`src/lvdc_pkg.sv`:
```
//==================================================================
// Overview of operation
// - Control bits 7:6 read zero, ignore writes.
// - Control bit 4 powers and enables monitor.
// - Comparator and divider powered only while enabled.
// - Bits 3:0 select level; 1111 reserved.
// - Level drives one of fifteen divider taps.
// - Bit 5 read-only, set once reference settled.
// - No trip sets the flag before reference is stable.
// - Settling is fixed time, excursions may escape.
// - Enabled stable comparator trip sets flag.
// - Shared reference restarts only when all users off.
// - Flag re-sets while supply stays past trip.
// - Monitor keeps running in sleep and wakes.
// - Reset returns control register, monitor off.
package lvdc_pkg;

  //==================================================================
  // Register bus shape and offsets.
  localparam int          ADDR_W       = 3;
  localparam int          DATA_W       = 8;
  localparam logic [2:0]  OFF_CTRL     = 3'h0;
  localparam logic [2:0]  OFF_FLAG     = 3'h1;
  localparam logic [2:0]  OFF_FEN      = 3'h2;
  localparam logic [2:0]  OFF_EVT      = 3'h3;
  localparam logic [2:0]  OFF_EMSK     = 3'h4;

  //==================================================================
  // Field positions and reset values.
  localparam int          CTL_STB_BIT  = 5;
  localparam int          CTL_EN_BIT   = 4;
  localparam int          FLAG_BIT     = 2;
  localparam int          EVT_TRIP     = 0;
  localparam int          EVT_STABLE   = 1;
  localparam logic [3:0]  LVL_RST      = 4'h5;
  localparam logic [3:0]  LVL_MAX      = 4'he;
  localparam logic [3:0]  LVL_RSVD     = 4'hf;

  //==================================================================
  // Reference settling time and its cycle count.
  localparam int          CLK_KHZ      = 20000;
  localparam int          SETTLE_NS    = 20000;
  localparam int          SETTLE_CYC   = (SETTLE_NS * CLK_KHZ + 999999) / 1000000;

  // Settling sequencer states.
  typedef enum logic [1:0] {
    LVDC_REF_OFF    = 2'b00,
    LVDC_REF_SETTLE = 2'b01,
    LVDC_REF_STABLE = 2'b10
  } lvdc_ref_state_t;

endpackage

```
`src/lvdc_ref_if.sv`:
```
`timescale 1ns/10ps
`default_nettype none
// Request for the shared reference and its settled answer.
interface lvdc_ref_if;
  logic req;
  logic stable;
  modport ctl    (output req, input stable);
  modport settle (input req, output stable);
endinterface
`default_nettype wire

```
`src/lvdc_settle.sv`:
```
`timescale 1ns/10ps
`default_nettype none
module lvdc_settle
  import lvdc_pkg::*;
#(
  parameter int SETTLE_CYCLES = SETTLE_CYC
) (
  input  wire logic      clk,
  input  wire logic      rst_n,
  input  wire logic      other_user,
  lvdc_ref_if.settle     rif
);

  localparam int CW = $clog2(SETTLE_CYCLES + 1);

  lvdc_ref_state_t state_r;
  logic [CW-1:0]   cnt_r;
  logic            ref_on;

  initial begin
    if (SETTLE_CYCLES < 1) begin
      $error("Settling count must be at least one cycle.");
    end
  end

  // The reference runs while any of its users wants it.
  assign ref_on = rif.req | other_user;

  //==================================================================
  // Settling sequencer: restarts only from a fully idle reference.
  always_ff @(posedge clk) begin
    if (!rst_n) begin
      state_r <= LVDC_REF_OFF;
      cnt_r   <= '0;
    end else if (!ref_on) begin
      state_r <= LVDC_REF_OFF;
      cnt_r   <= '0;
    end else begin
      case (state_r)
        LVDC_REF_OFF: begin
          state_r <= LVDC_REF_SETTLE;
          cnt_r   <= '0;
        end
        LVDC_REF_SETTLE: begin
          if (cnt_r == CW'(SETTLE_CYCLES - 1)) begin
            state_r <= LVDC_REF_STABLE;
          end else begin
            cnt_r <= cnt_r + 1'b1;
          end
        end
        LVDC_REF_STABLE: state_r <= LVDC_REF_STABLE;
        default:         state_r <= LVDC_REF_OFF;
      endcase
    end
  end

  assign rif.stable = (state_r == LVDC_REF_STABLE);
endmodule
`default_nettype wire

```
`src/lvdc_top.sv`:
```
`timescale 1ns/10ps
`default_nettype none
module lvdc_top
  import lvdc_pkg::*;
#(
  parameter int SETTLE_CYCLES = SETTLE_CYC
) (
  input  wire logic              clk,
  input  wire logic              rst_n,
  input  wire logic [ADDR_W-1:0] reg_addr,
  input  wire logic [DATA_W-1:0] reg_wdata,
  input  wire logic              reg_wr,
  input  wire logic              reg_rd,
  output var  logic [DATA_W-1:0] reg_rdata,
  input  wire logic              supply_trip,
  input  wire logic              bor_ref_user,
  input  wire logic              sleep_mode,
  output var  logic              comparator_power,
  output var  logic              divider_power,
  output var  logic [3:0]        tap_select,
  output var  logic              irq,
  output var  logic              wake_req
);

  //==================================================================
  // Elaboration checks.
  // A zero settling count would raise the stable bit in the very cycle
  // that the monitor is enabled, so such a count is refused.
  initial begin
    if (SETTLE_CYCLES < 1) begin
      $error("Settling count must be at least one cycle.");
    end
  end

  //==================================================================
  // Decoding helpers.

  // True when a strobe addresses the given register.
  function automatic logic reg_hit(input logic stb, input logic [ADDR_W-1:0] a,
                                   input logic [ADDR_W-1:0] off);
    reg_hit = stb && (a == off);
  endfunction

  // Maps the level field onto a usable divider tap.
  // Code 1111 has no tap of its own, so the top tap stands in for it
  // and the divider never sees an undefined select.
  function automatic logic [3:0] tap_of(input logic [3:0] lvl);
    tap_of = (lvl == LVL_RSVD) ? LVL_MAX : lvl;
  endfunction

  //==================================================================
  // State.
  logic              monitor_power_enable_r;
  logic [3:0]        trip_level_select_r;
  logic              low_supply_flag_r;
  logic              low_supply_irq_enable_r;
  logic [1:0]        evt_r;
  logic [1:0]        emsk_r;
  logic              stable_d_r;
  logic              low_supply_flag_nxt;
  logic [1:0]        evt_nxt;
  logic              reference_stable_flag;
  logic              set_cond;
  logic              wr_ctrl;
  logic              wr_flag;
  logic              wr_fen;
  logic              wr_emsk;
  logic              rd_evt;
  logic [DATA_W-1:0] rd_val;

  lvdc_ref_if rif ();

  //==================================================================
  // Shared reference and its settling sequencer.
  // The brown-out user shares the sequencer, so the reference may stay
  // up and settled while this monitor is switched off.
  assign rif.req = monitor_power_enable_r;

  lvdc_settle #(
    .SETTLE_CYCLES (SETTLE_CYCLES)
  ) u_settle (
    .clk        (clk),
    .rst_n      (rst_n),
    .other_user (bor_ref_user),
    .rif        (rif)
  );

  // Stable bit reads zero whenever this monitor is off.
  // It therefore drops in the cycle after software clears the enable.
  assign reference_stable_flag = monitor_power_enable_r & rif.stable;

  //==================================================================
  // Strobe decode.
  // Each strobe counts only at its own offset; unmapped offsets hit nothing.
  assign wr_ctrl = reg_hit(reg_wr, reg_addr, OFF_CTRL);
  assign wr_flag = reg_hit(reg_wr, reg_addr, OFF_FLAG);
  assign wr_fen  = reg_hit(reg_wr, reg_addr, OFF_FEN);
  assign wr_emsk = reg_hit(reg_wr, reg_addr, OFF_EMSK);
  assign rd_evt  = reg_hit(reg_rd, reg_addr, OFF_EVT);

  //==================================================================
  // Control register: enable and level only; bits 7:5 drop on write.
  // The stable bit is not stored here; it is rebuilt for every read.
  always_ff @(posedge clk) begin
    if (!rst_n) begin
      monitor_power_enable_r <= 1'b0;
      trip_level_select_r    <= LVL_RST;
    end else if (wr_ctrl) begin
      monitor_power_enable_r <= reg_wdata[CTL_EN_BIT];
      trip_level_select_r    <= reg_wdata[3:0];
    end
  end

  //==================================================================
  // Analog controls follow the enable and the level field.
  // Both analog parts switch with the enable flop itself, so they stay
  // off from reset until software asks for them.
  assign comparator_power = monitor_power_enable_r;
  assign divider_power    = monitor_power_enable_r;

  // Tap register keeps the reserved code off the divider.
  always_ff @(posedge clk) begin
    if (!rst_n) begin
      tap_select <= tap_of(LVL_RST);
    end else begin
      tap_select <= tap_of(trip_level_select_r);
    end
  end

  //==================================================================
  // Low-supply flag: a trip only counts once the reference settled,
  // and a set in the cycle of a clearing write still wins.
  // A written one sets the flag too, so software can try the interrupt
  // path without a real supply dip.
  assign set_cond = reference_stable_flag & supply_trip;

  always_comb begin
    low_supply_flag_nxt = wr_flag ? reg_wdata[FLAG_BIT] : low_supply_flag_r;
    if (set_cond) begin
      low_supply_flag_nxt = 1'b1;
    end
  end

  always_ff @(posedge clk) begin
    if (!rst_n) begin
      low_supply_flag_r <= 1'b0;
    end else begin
      low_supply_flag_r <= low_supply_flag_nxt;
    end
  end

  // Flag enable register.
  // Only bit 2 is kept, in the same place as the flag that it gates.
  always_ff @(posedge clk) begin
    if (!rst_n) begin
      low_supply_irq_enable_r <= 1'b0;
    end else if (wr_fen) begin
      low_supply_irq_enable_r <= reg_wdata[FLAG_BIT];
    end
  end

  //==================================================================
  // Event status: trip and reference-ready events, cleared by a read.
  // The trip event marks a new rise of the flag, not a standing trip,
  // so a supply that stays low does not refill the register after a read.
  always_ff @(posedge clk) begin
    if (!rst_n) begin
      stable_d_r <= 1'b0;
    end else begin
      stable_d_r <= reference_stable_flag;
    end
  end

  always_comb begin
    evt_nxt = rd_evt ? 2'b00 : evt_r;
    if (set_cond && !low_supply_flag_r) begin
      evt_nxt[EVT_TRIP] = 1'b1;
    end
    if (reference_stable_flag && !stable_d_r) begin
      evt_nxt[EVT_STABLE] = 1'b1;
    end
  end

  always_ff @(posedge clk) begin
    if (!rst_n) begin
      evt_r <= 2'b00;
    end else begin
      evt_r <= evt_nxt;
    end
  end

  // Event mask register.
  always_ff @(posedge clk) begin
    if (!rst_n) begin
      emsk_r <= 2'b00;
    end else if (wr_emsk) begin
      emsk_r <= reg_wdata[1:0];
    end
  end

  //==================================================================
  // Interrupt and wake outputs.
  // Both are registered and so lag their sources by one cycle.
  always_ff @(posedge clk) begin
    if (!rst_n) begin
      irq <= 1'b0;
    end else begin
      irq <= (low_supply_flag_r & low_supply_irq_enable_r) | (|(evt_r & emsk_r));
    end
  end

  // The flag wakes a sleeping device whether or not interrupts are on.
  always_ff @(posedge clk) begin
    if (!rst_n) begin
      wake_req <= 1'b0;
    end else begin
      wake_req <= sleep_mode & low_supply_flag_r;
    end
  end

  //==================================================================
  // Read mux; unmapped offsets read zero.
  // Reserved bits are tied low here rather than stored.
  always_comb begin
    case (reg_addr)
      OFF_CTRL: rd_val = {2'b00, reference_stable_flag, monitor_power_enable_r,
                          trip_level_select_r};
      OFF_FLAG: rd_val = {5'h00, low_supply_flag_r, 2'b00};
      OFF_FEN:  rd_val = {5'h00, low_supply_irq_enable_r, 2'b00};
      OFF_EVT:  rd_val = {6'h00, evt_r};
      OFF_EMSK: rd_val = {6'h00, emsk_r};
      default:  rd_val = 8'h00;
    endcase
  end

  // Read data stand only in the cycle after the read strobe.
  always_ff @(posedge clk) begin
    if (!rst_n) begin
      reg_rdata <= 8'h00;
    end else begin
      reg_rdata <= reg_rd ? rd_val : 8'h00;
    end
  end
endmodule
`default_nettype wire

```
`config.mk`:
```
export PLATFORM = sky130hd
export DESIGN_NAME = lvdc_top
export DESIGN_NICKNAME = d
export VERILOG_FILES = /design/src/lvdc_pkg.sv /design/src/lvdc_ref_if.sv /design/src/lvdc_settle.sv /design/src/lvdc_top.sv
export SDC_FILE = /design/constraint.sdc
export NUM_CORES = 1
export LEC_CHECK = 0
export BUFFER_PORTS_ARGS = -buffer_cell sky130_fd_sc_hd__buf_2
export CAP_MARGIN = 0
export CORE_UTILIZATION = 40
export DETAILED_ROUTE_END_ITERATION = 10
export HOLD_SLACK_MARGIN = 0.03
export SKIP_CTS_REPAIR_TIMING = 1
export SYNTH_ARGS = -nofsm -noshare
export SYNTH_HDL_FRONTEND = slang
export SYNTH_SLANG_ARGS = --single-unit
export TNS_END_PERCENT = 100
```
`constraint.sdc`:
```
create_clock -name clk -period 3.3 [get_ports clk]
set_input_delay 0.66 -clock clk [delete_from_list [all_inputs] [get_ports clk]]
set_output_delay 0.66 -clock clk [all_outputs]
set_load 0.03 [all_outputs]
```
# Word-level counts from Yosys, hierarchy flattened
# Cells that the tools add are included.
dict set report classes {
  n_addsub 1
  n_mul 0
  div_mod_pow 0
  magnitude_cmp 0
  eq_ne 10
  shifts 0
  n_mux 11
  bitwise_logic 8
  reduce_logical 20
}
# operator count
set op_table {}
lappend op_table {{$pmux 6 s5} 1}
lappend op_table {{$pmux 9 s2} 1}
lappend op_table {{$add 9x1->9 const B} 1}
lappend op_table {{$eq 9x9->1 const B} 1}
lappend op_table {{$mux 9} 1}
lappend op_table {{$reduce_bool 2->1} 4}
lappend op_table {{$logic_and 1x1->1} 7}
lappend op_table {{$eq 3x2->1 const B} 2}
lappend op_table {{$pmux 2 s3} 1}
lappend op_table {{$reduce_and 2->1} 3}
lappend op_table {{$and 1x1->1} 4}
lappend op_table {{$eq 4x4->1 const B} 1}
lappend op_table {{$mux 1} 4}
lappend op_table {{$mux 2} 2}
lappend op_table {{$mux 4} 1}
lappend op_table {{$reduce_or 2->1} 2}
lappend op_table {{$eq 3x1->1 const B} 1}
lappend op_table {{$eq 3x3->1 const B} 1}
lappend op_table {{$logic_not 3->1} 1}
lappend op_table {{$and 2x2->2} 1}
lappend op_table {{$eq 2x1->1 const B} 1}
lappend op_table {{$eq 2x2->1 const B} 1}
lappend op_table {{$logic_not 1->1} 2}
lappend op_table {{$logic_not 2->1} 1}
lappend op_table {{4 further kinds} 5}
dict set report word_totals {
  reg_bits 37
  latchBits 0
  ramBits 0
  mem_bits_ro 0
  word_cells 65
  n_memories 0
}

# Longest topological paths before layout
dict set report depth {
  depth_word 5
  depth_mapped 6
  depth_no_buf 5
}

# Cells and area by module
# A second synthesis with hierarchy kept.
dict set report unflattened {
  hier_cells 164
  hier_area_um2 1616.6
}
# mod n_inst cells_per_inst area_each_um2 seq_area_each_um2
set by_module_without_submodules {}
lappend by_module_without_submodules {lvdc_top 1 91 965.9 480.5}
lappend by_module_without_submodules {lvdc_settle 1 73 650.6 220.2}

# Least setup slack after synthesis
# Ideal clock, no wire load.
dict set report synth_path {
  kind {input -> register}
  from {in reg_addr[1]}
  to {reg trip_level_select_r[0]}
  arrival_time_ps 1366
  setup_slack_ps 1809
  path_stages 3
  n_path_buf 0
  path_cell_list {nor4b_4 mux2i_1 nand2_1}
}
dict set report synth_between {
  elab_chain_len 2
}
# item line_no
set synth_rtl {}
lappend synth_rtl {{start, declared} lvdc_top.sv:10} ;# input wire logic [ADDR_W-1:0] reg_addr,
lappend synth_rtl {{$logic_not 3->1} lvdc_top.sv:41} ;# reg_hit = stb && (a == off);
lappend synth_rtl {{$logic_and 1x1->1} lvdc_top.sv:41}
lappend synth_rtl {{end signal, assigned} lvdc_top.sv:110} ;# trip_level_select_r <= reg_wdata[3:0];
lappend synth_rtl {{end, declared} lvdc_top.sv:54} ;# logic [3:0] trip_level_select_r;
# No other way between the ends.
# A chain may end at the register's enable or synchronous reset.

# Final worst setup path
dict set report layout_path {
  from {reg monitor_power_enable_r (netlist: comparator_power)}
  to {out comparator_power}
}
# item line_no
set layout_rtl {}
lappend layout_rtl {{start, declared} lvdc_top.sv:53} ;# logic monitor_power_enable_r;
lappend layout_rtl {{start signal, assigned} lvdc_top.sv:109} ;# monitor_power_enable_r <= reg_wdata[CTL_EN_BIT];
lappend layout_rtl {{end, declared} lvdc_top.sv:18} ;# output var logic comparator_power,
# No word-level cell between the ends.

==> metrics.txt <==
# TYPE chip_impl_metric gauge
chip_impl_info{name="run_status",value="finished, final reports clean"} 1
chip_impl_metric{name="finalInstanceArea",unit="sq um"} 1852
chip_impl_metric{name="chipWidth",unit="um"} 65.55
chip_impl_metric{name="antenna_violations_before_repair",unit=""} 0
chip_impl_metric{name="dp.cells",unit=""} 230
chip_impl_metric{name="die_area",unit="sq um"} 4296
chip_impl_metric{name="viasPerCell",unit=""} 5.437
chip_impl_metric{name="power_switching_share",unit="%"} 26.28
chip_impl_info{name="setup.worst_path.end_class",value="primary output"} 1
chip_impl_metric{name="globalplace.congestion",unit=""} 0.8273
chip_impl_metric{name="post-route-min-period",unit="ps"} 1751
chip_impl_metric{name="grt_max_degree",unit=""} 24
chip_impl_metric{name="total_switching_power",unit="mW"} 0.2194
chip_impl_metric{name="final-setup-viol-count",unit=""} 0
chip_impl_metric{name="critPathBufInv",unit=""} 1
chip_impl_metric{name="finalHoldViolCount",unit=""} 0
chip_impl_metric{name="layoutNonFillerInstCount",unit=""} 238
chip_impl_metric{name="crit_required",unit="ps"} 2640
chip_impl_metric{name="tightestPinTransition",unit="ps"} 532.0
chip_impl_metric{name="irDropWorstVdd",unit="mV"} 0.1820
chip_impl_metric{name="yosys.cell_types.count",unit=""} 46
chip_impl_metric{name="overall_routing_resource_usage",unit="%"} 17.45
chip_impl_metric{name="totalNegativeSetupSlack",unit="ps"} 0
chip_impl_metric{name="io_buffers",unit=""} 28
chip_impl_metric{name="maxSlewViolCount",unit=""} 0
chip_impl_info{name="dominant_delay_contributor_by_cell_family_on_the_critical_path",value="flip-flops"} 1
chip_impl_metric{name="num_rows",unit=""} 22
chip_impl_info{name="synth_largest_area_cell",value="sky130_fd_sc_hd__dfxtp_1"} 1
chip_impl_info{name="cts_tree",value="built"} 1
chip_impl_metric{name="detailedRoute.firstIterationViolations",unit=""} 117
chip_impl_metric{name="first_pass_iters",unit=""} 4
chip_impl_info{name="critical_path_start_end_classification",value="register to primary output"} 1
chip_impl_metric{name="clock_skew",unit="ps"} 8.547
chip_impl_metric{name="path_max_fanout",unit=""} 10
chip_impl_info{name="rsz0062_at_grt",value="no"} 1
chip_impl_metric{name="holdWs",unit="ps"} 458.0
chip_impl_metric{name="postPlaceCellArea",unit="sq um"} 1763
chip_impl_metric{name="clkLatencyLatePin",unit="ps"} 290
chip_impl_metric{name="comb_power_share",unit="%"} 10.0
chip_impl_metric{name="max_freq",unit="GHz"} 0.5710
chip_impl_info{name="hold_class",value="register to register"} 1
chip_impl_metric{name="num_io_pins",unit=""} 34
chip_impl_metric{name="areaGrowthSynthToFinish",unit="%"} 14.64
chip_impl_metric{name="post_route_cells_drive_above_1_share",unit="%"} 23.16
chip_impl_info{name="most_common_library_cells_after_synthesis",value="sky130_fd_sc_hd__dfxtp_1, sky130_fd_sc_hd__nand2_1, sky130_fd_sc_hd__mux2i_1"} 1
chip_impl_metric{name="effective_utilization_at_floorplan",unit="%"} 42.83
chip_impl_metric{name="critPathArrivalTime",unit="ps"} 1090
chip_impl_info{name="crit_path_top_delay_cell",value="sky130_fd_sc_hd__dfxtp_1"} 1
chip_impl_metric{name="route.detailed.drc",unit=""} 0
chip_impl_metric{name="clk_transition_reported_paths",unit="ps"} 70
chip_impl_metric{name="number_of_fillers_in_the_final_layout",unit=""} 355
chip_impl_metric{name="power.share.sequential",unit="%"} 53.5
chip_impl_metric{name="maxCapViolCount",unit=""} 0
chip_impl_metric{name="insertedDiodeCount",unit=""} 0
chip_impl_metric{name="dpl.hpwl",unit="um"} 2378
chip_impl_metric{name="synth_largest_type_area_fraction",unit="%"} 43.38
chip_impl_metric{name="cts.sinks",unit=""} 35
chip_impl_metric{name="cellLeakagePower",unit="nW"} 0.6912
chip_impl_metric{name="drt_wl_total",unit="um"} 3321
chip_impl_metric{name="power.internal",unit="mW"} 0.6156
chip_impl_metric{name="finalWorstSetupSlack",unit="ps"} 1549
chip_impl_info{name="yosys_most_used_dff",value="sky130_fd_sc_hd__dfxtp_1"} 1
chip_impl_metric{name="fp.dieH",unit="um"} 65.55
chip_impl_metric{name="layout_worst_path_cycle_share",unit="%"} 53.07
chip_impl_metric{name="ys_seq_area_share",unit="%"} 43.38
chip_impl_metric{name="grt_pass1_vias",unit=""} 1174
chip_impl_info{name="synthTopCellsByArea",value="sky130_fd_sc_hd__dfxtp_1, sky130_fd_sc_hd__mux2i_1, sky130_fd_sc_hd__nand2_1"} 1
chip_impl_metric{name="count_of_nets_after_finishing",unit=""} 211
chip_impl_info{name="cell_with_the_most_instances_after_synthesis",value="sky130_fd_sc_hd__dfxtp_1"} 1
chip_impl_metric{name="maxSlewHeadroom",unit="%"} 64.38
chip_impl_metric{name="mappedNetlistArea",unit="sq um"} 1615
chip_impl_info{name="worstHoldStart",value="trip_level_select_r[0]$_SDFFE_PN1P_"} 1
chip_impl_metric{name="ys_async_sr_fraction",unit="%"} 0
chip_impl_metric{name="overflow",unit=""} 0
chip_impl_metric{name="share_clk_of_total_power",unit="%"} 36.5
chip_impl_metric{name="tritoncts.num_buffers",unit=""} 5
chip_impl_metric{name="powerDensity",unit="nW/um^2"} 450.9
chip_impl_metric{name="postSynthCellCount",unit=""} 164
chip_impl_info{name="timing.critical_path.cells",value="buf_2"} 1
chip_impl_info{name="cts_root_buf",value="sky130_fd_sc_hd__clkbuf_8"} 1
chip_impl_metric{name="core",unit="sq um"} 3771
chip_impl_info{name="regToRegStartpoint",value="u_settle.cnt_r[1]$_SDFFE_PN0P_"} 1
chip_impl_metric{name="vias",unit=""} 1294
chip_impl_info{name="critPathLaunchType",value="register"} 1
chip_impl_info{name="cp-startpoint",value="comparator_power$_SDFFE_PN0P_"} 1
chip_impl_metric{name="cts_htree_levels",unit=""} 2
chip_impl_metric{name="wire_length_of_the_first_global_routing_pass",unit="um"} 5568
chip_impl_metric{name="antenna_left",unit=""} 0
chip_impl_metric{name="clock_tree.buffer_depth",unit=""} 2
chip_impl_metric{name="synth_edf_count",unit=""} 0
chip_impl_metric{name="average_instance_area_after_synthesis",unit="sq um"} 9.849
chip_impl_metric{name="ys.warnings.count",unit=""} 0
chip_impl_metric{name="synth_seq_cells",unit=""} 35
chip_impl_metric{name="wire_per_inst",unit="um"} 13.95
chip_impl_metric{name="placement_stage_worst_setup_slack",unit="ps"} 1405
chip_impl_metric{name="worst_path_largest_cell_delay",unit="ps"} 530
## flip-flops by register name, summed over array words and instances (netlist names), 2 cells and up
signal / cells
evt_r: 2
trip_level_select_r: 4
tap_select: 4
reg_rdata: 6
u_settle.cnt_r: 9
emsk_r: 2
u_settle.state_r: 2
## through the flow
| step | power [mW] | utilization (%) |
|---|---|---|
| 2_1_floorplan | 0.5157 | - |
| 3_3_place_gp | 0.5376 | 46.75 |
| 3_5_place_dp | 0.5393 | 46.75 |
| 4_1_cts | 0.8484 | 49.10 |
| 5_1_grt | 0.8806 | 49.10 |
| 6_report | 0.8351 | 49.10 |
## layer usage
| layer | routed length (um) | vias to the layer above | part of all wire, % | global-route usage (%) |
|---|---|---|---|---|
| met5 | 0 | - | 0 | 0 |
| met4 | 70 | 0 | 2.1 | 9.511 |
| met3 | 236 | 7 | 7.1 | 4.340 |
| met2 | 1450 | 52 | 44 | 26.03 |
| met1 | 1563 | 590 | 47 | 22.86 |
| li1 | - | 645 | - | - |
## path summary, 6_finish.rpt
check                                    to  slack, ps  depth (start not counted)
max                        comparator_power       1550                          1
min                tap_select[0]$_SDFF_PN1_        460                          2
max reg2reg  u_settle.cnt_r[2]$_SDFFE_PN0P_       1680                          4
min reg2reg        tap_select[0]$_SDFF_PN1_        460                          2
## power by group through the flow
stage | registers [mW] | logic [mW] | clock network (mW)
floorplan | 0.455 | 0.0602 | 0
detailed placement | 0.456 | 0.0833 | 0
global placement | 0.456 | 0.0818 | 0
global route | 0.448 | 0.0930 | 0.339
CTS | 0.446 | 0.0835 | 0.319
finish | 0.446 | 0.0836 | 0.305
## layout make-up
| type | count | area (sq um) | area share (%) |
|---|---|---|---|
| Clock inverter | 3 | 20.02 | 1.081 |
| Clock buffer | 5 | 68.82 | 3.716 |
| Inverter | 2 | 7.507 | 0.4054 |
| Sequential cell | 35 | 700.7 | 37.84 |
| Tap cell | 48 | 60.06 | 3.243 |
| Timing Repair Buffer | 28 | 140.1 | 7.568 |
| Multi-Input combinational cell | 117 | 854.6 | 46.15 |
## cells by family (layout without fill, tap and decap cells)
logic type	count (synthesis)	after routing	share of synthesized area, %
other cells	1	2	0.2322
fa+ha+maj	4	4	3.098
buf+inv	13	38	3.950
simple gates	65	65	25.80
flops	35	35	43.38
mux	14	14	8.831
compound gates	32	32	14.72
## layout by cell type, fill, tap and decap left out, types with 4 or more instances in the layout
cell                       Yosys  layout
sky130_fd_sc_hd__a21oi_1       5       5
sky130_fd_sc_hd__dfxtp_1      35      35
sky130_fd_sc_hd__nor2b_1       8       8
sky130_fd_sc_hd__nand3_1       6       6
sky130_fd_sc_hd__o21ai_0       4       4
sky130_fd_sc_hd__clkbuf_8      0       5
sky130_fd_sc_hd__nor2_1        4       4
sky130_fd_sc_hd__buf_2         3      28
sky130_fd_sc_hd__ha_1          4       4
sky130_fd_sc_hd__mux2i_1      12      12
sky130_fd_sc_hd__nand2_1      17      17
sky130_fd_sc_hd__and2_1        6       6
No activity file was read; power rests on OpenSTA's default activity.
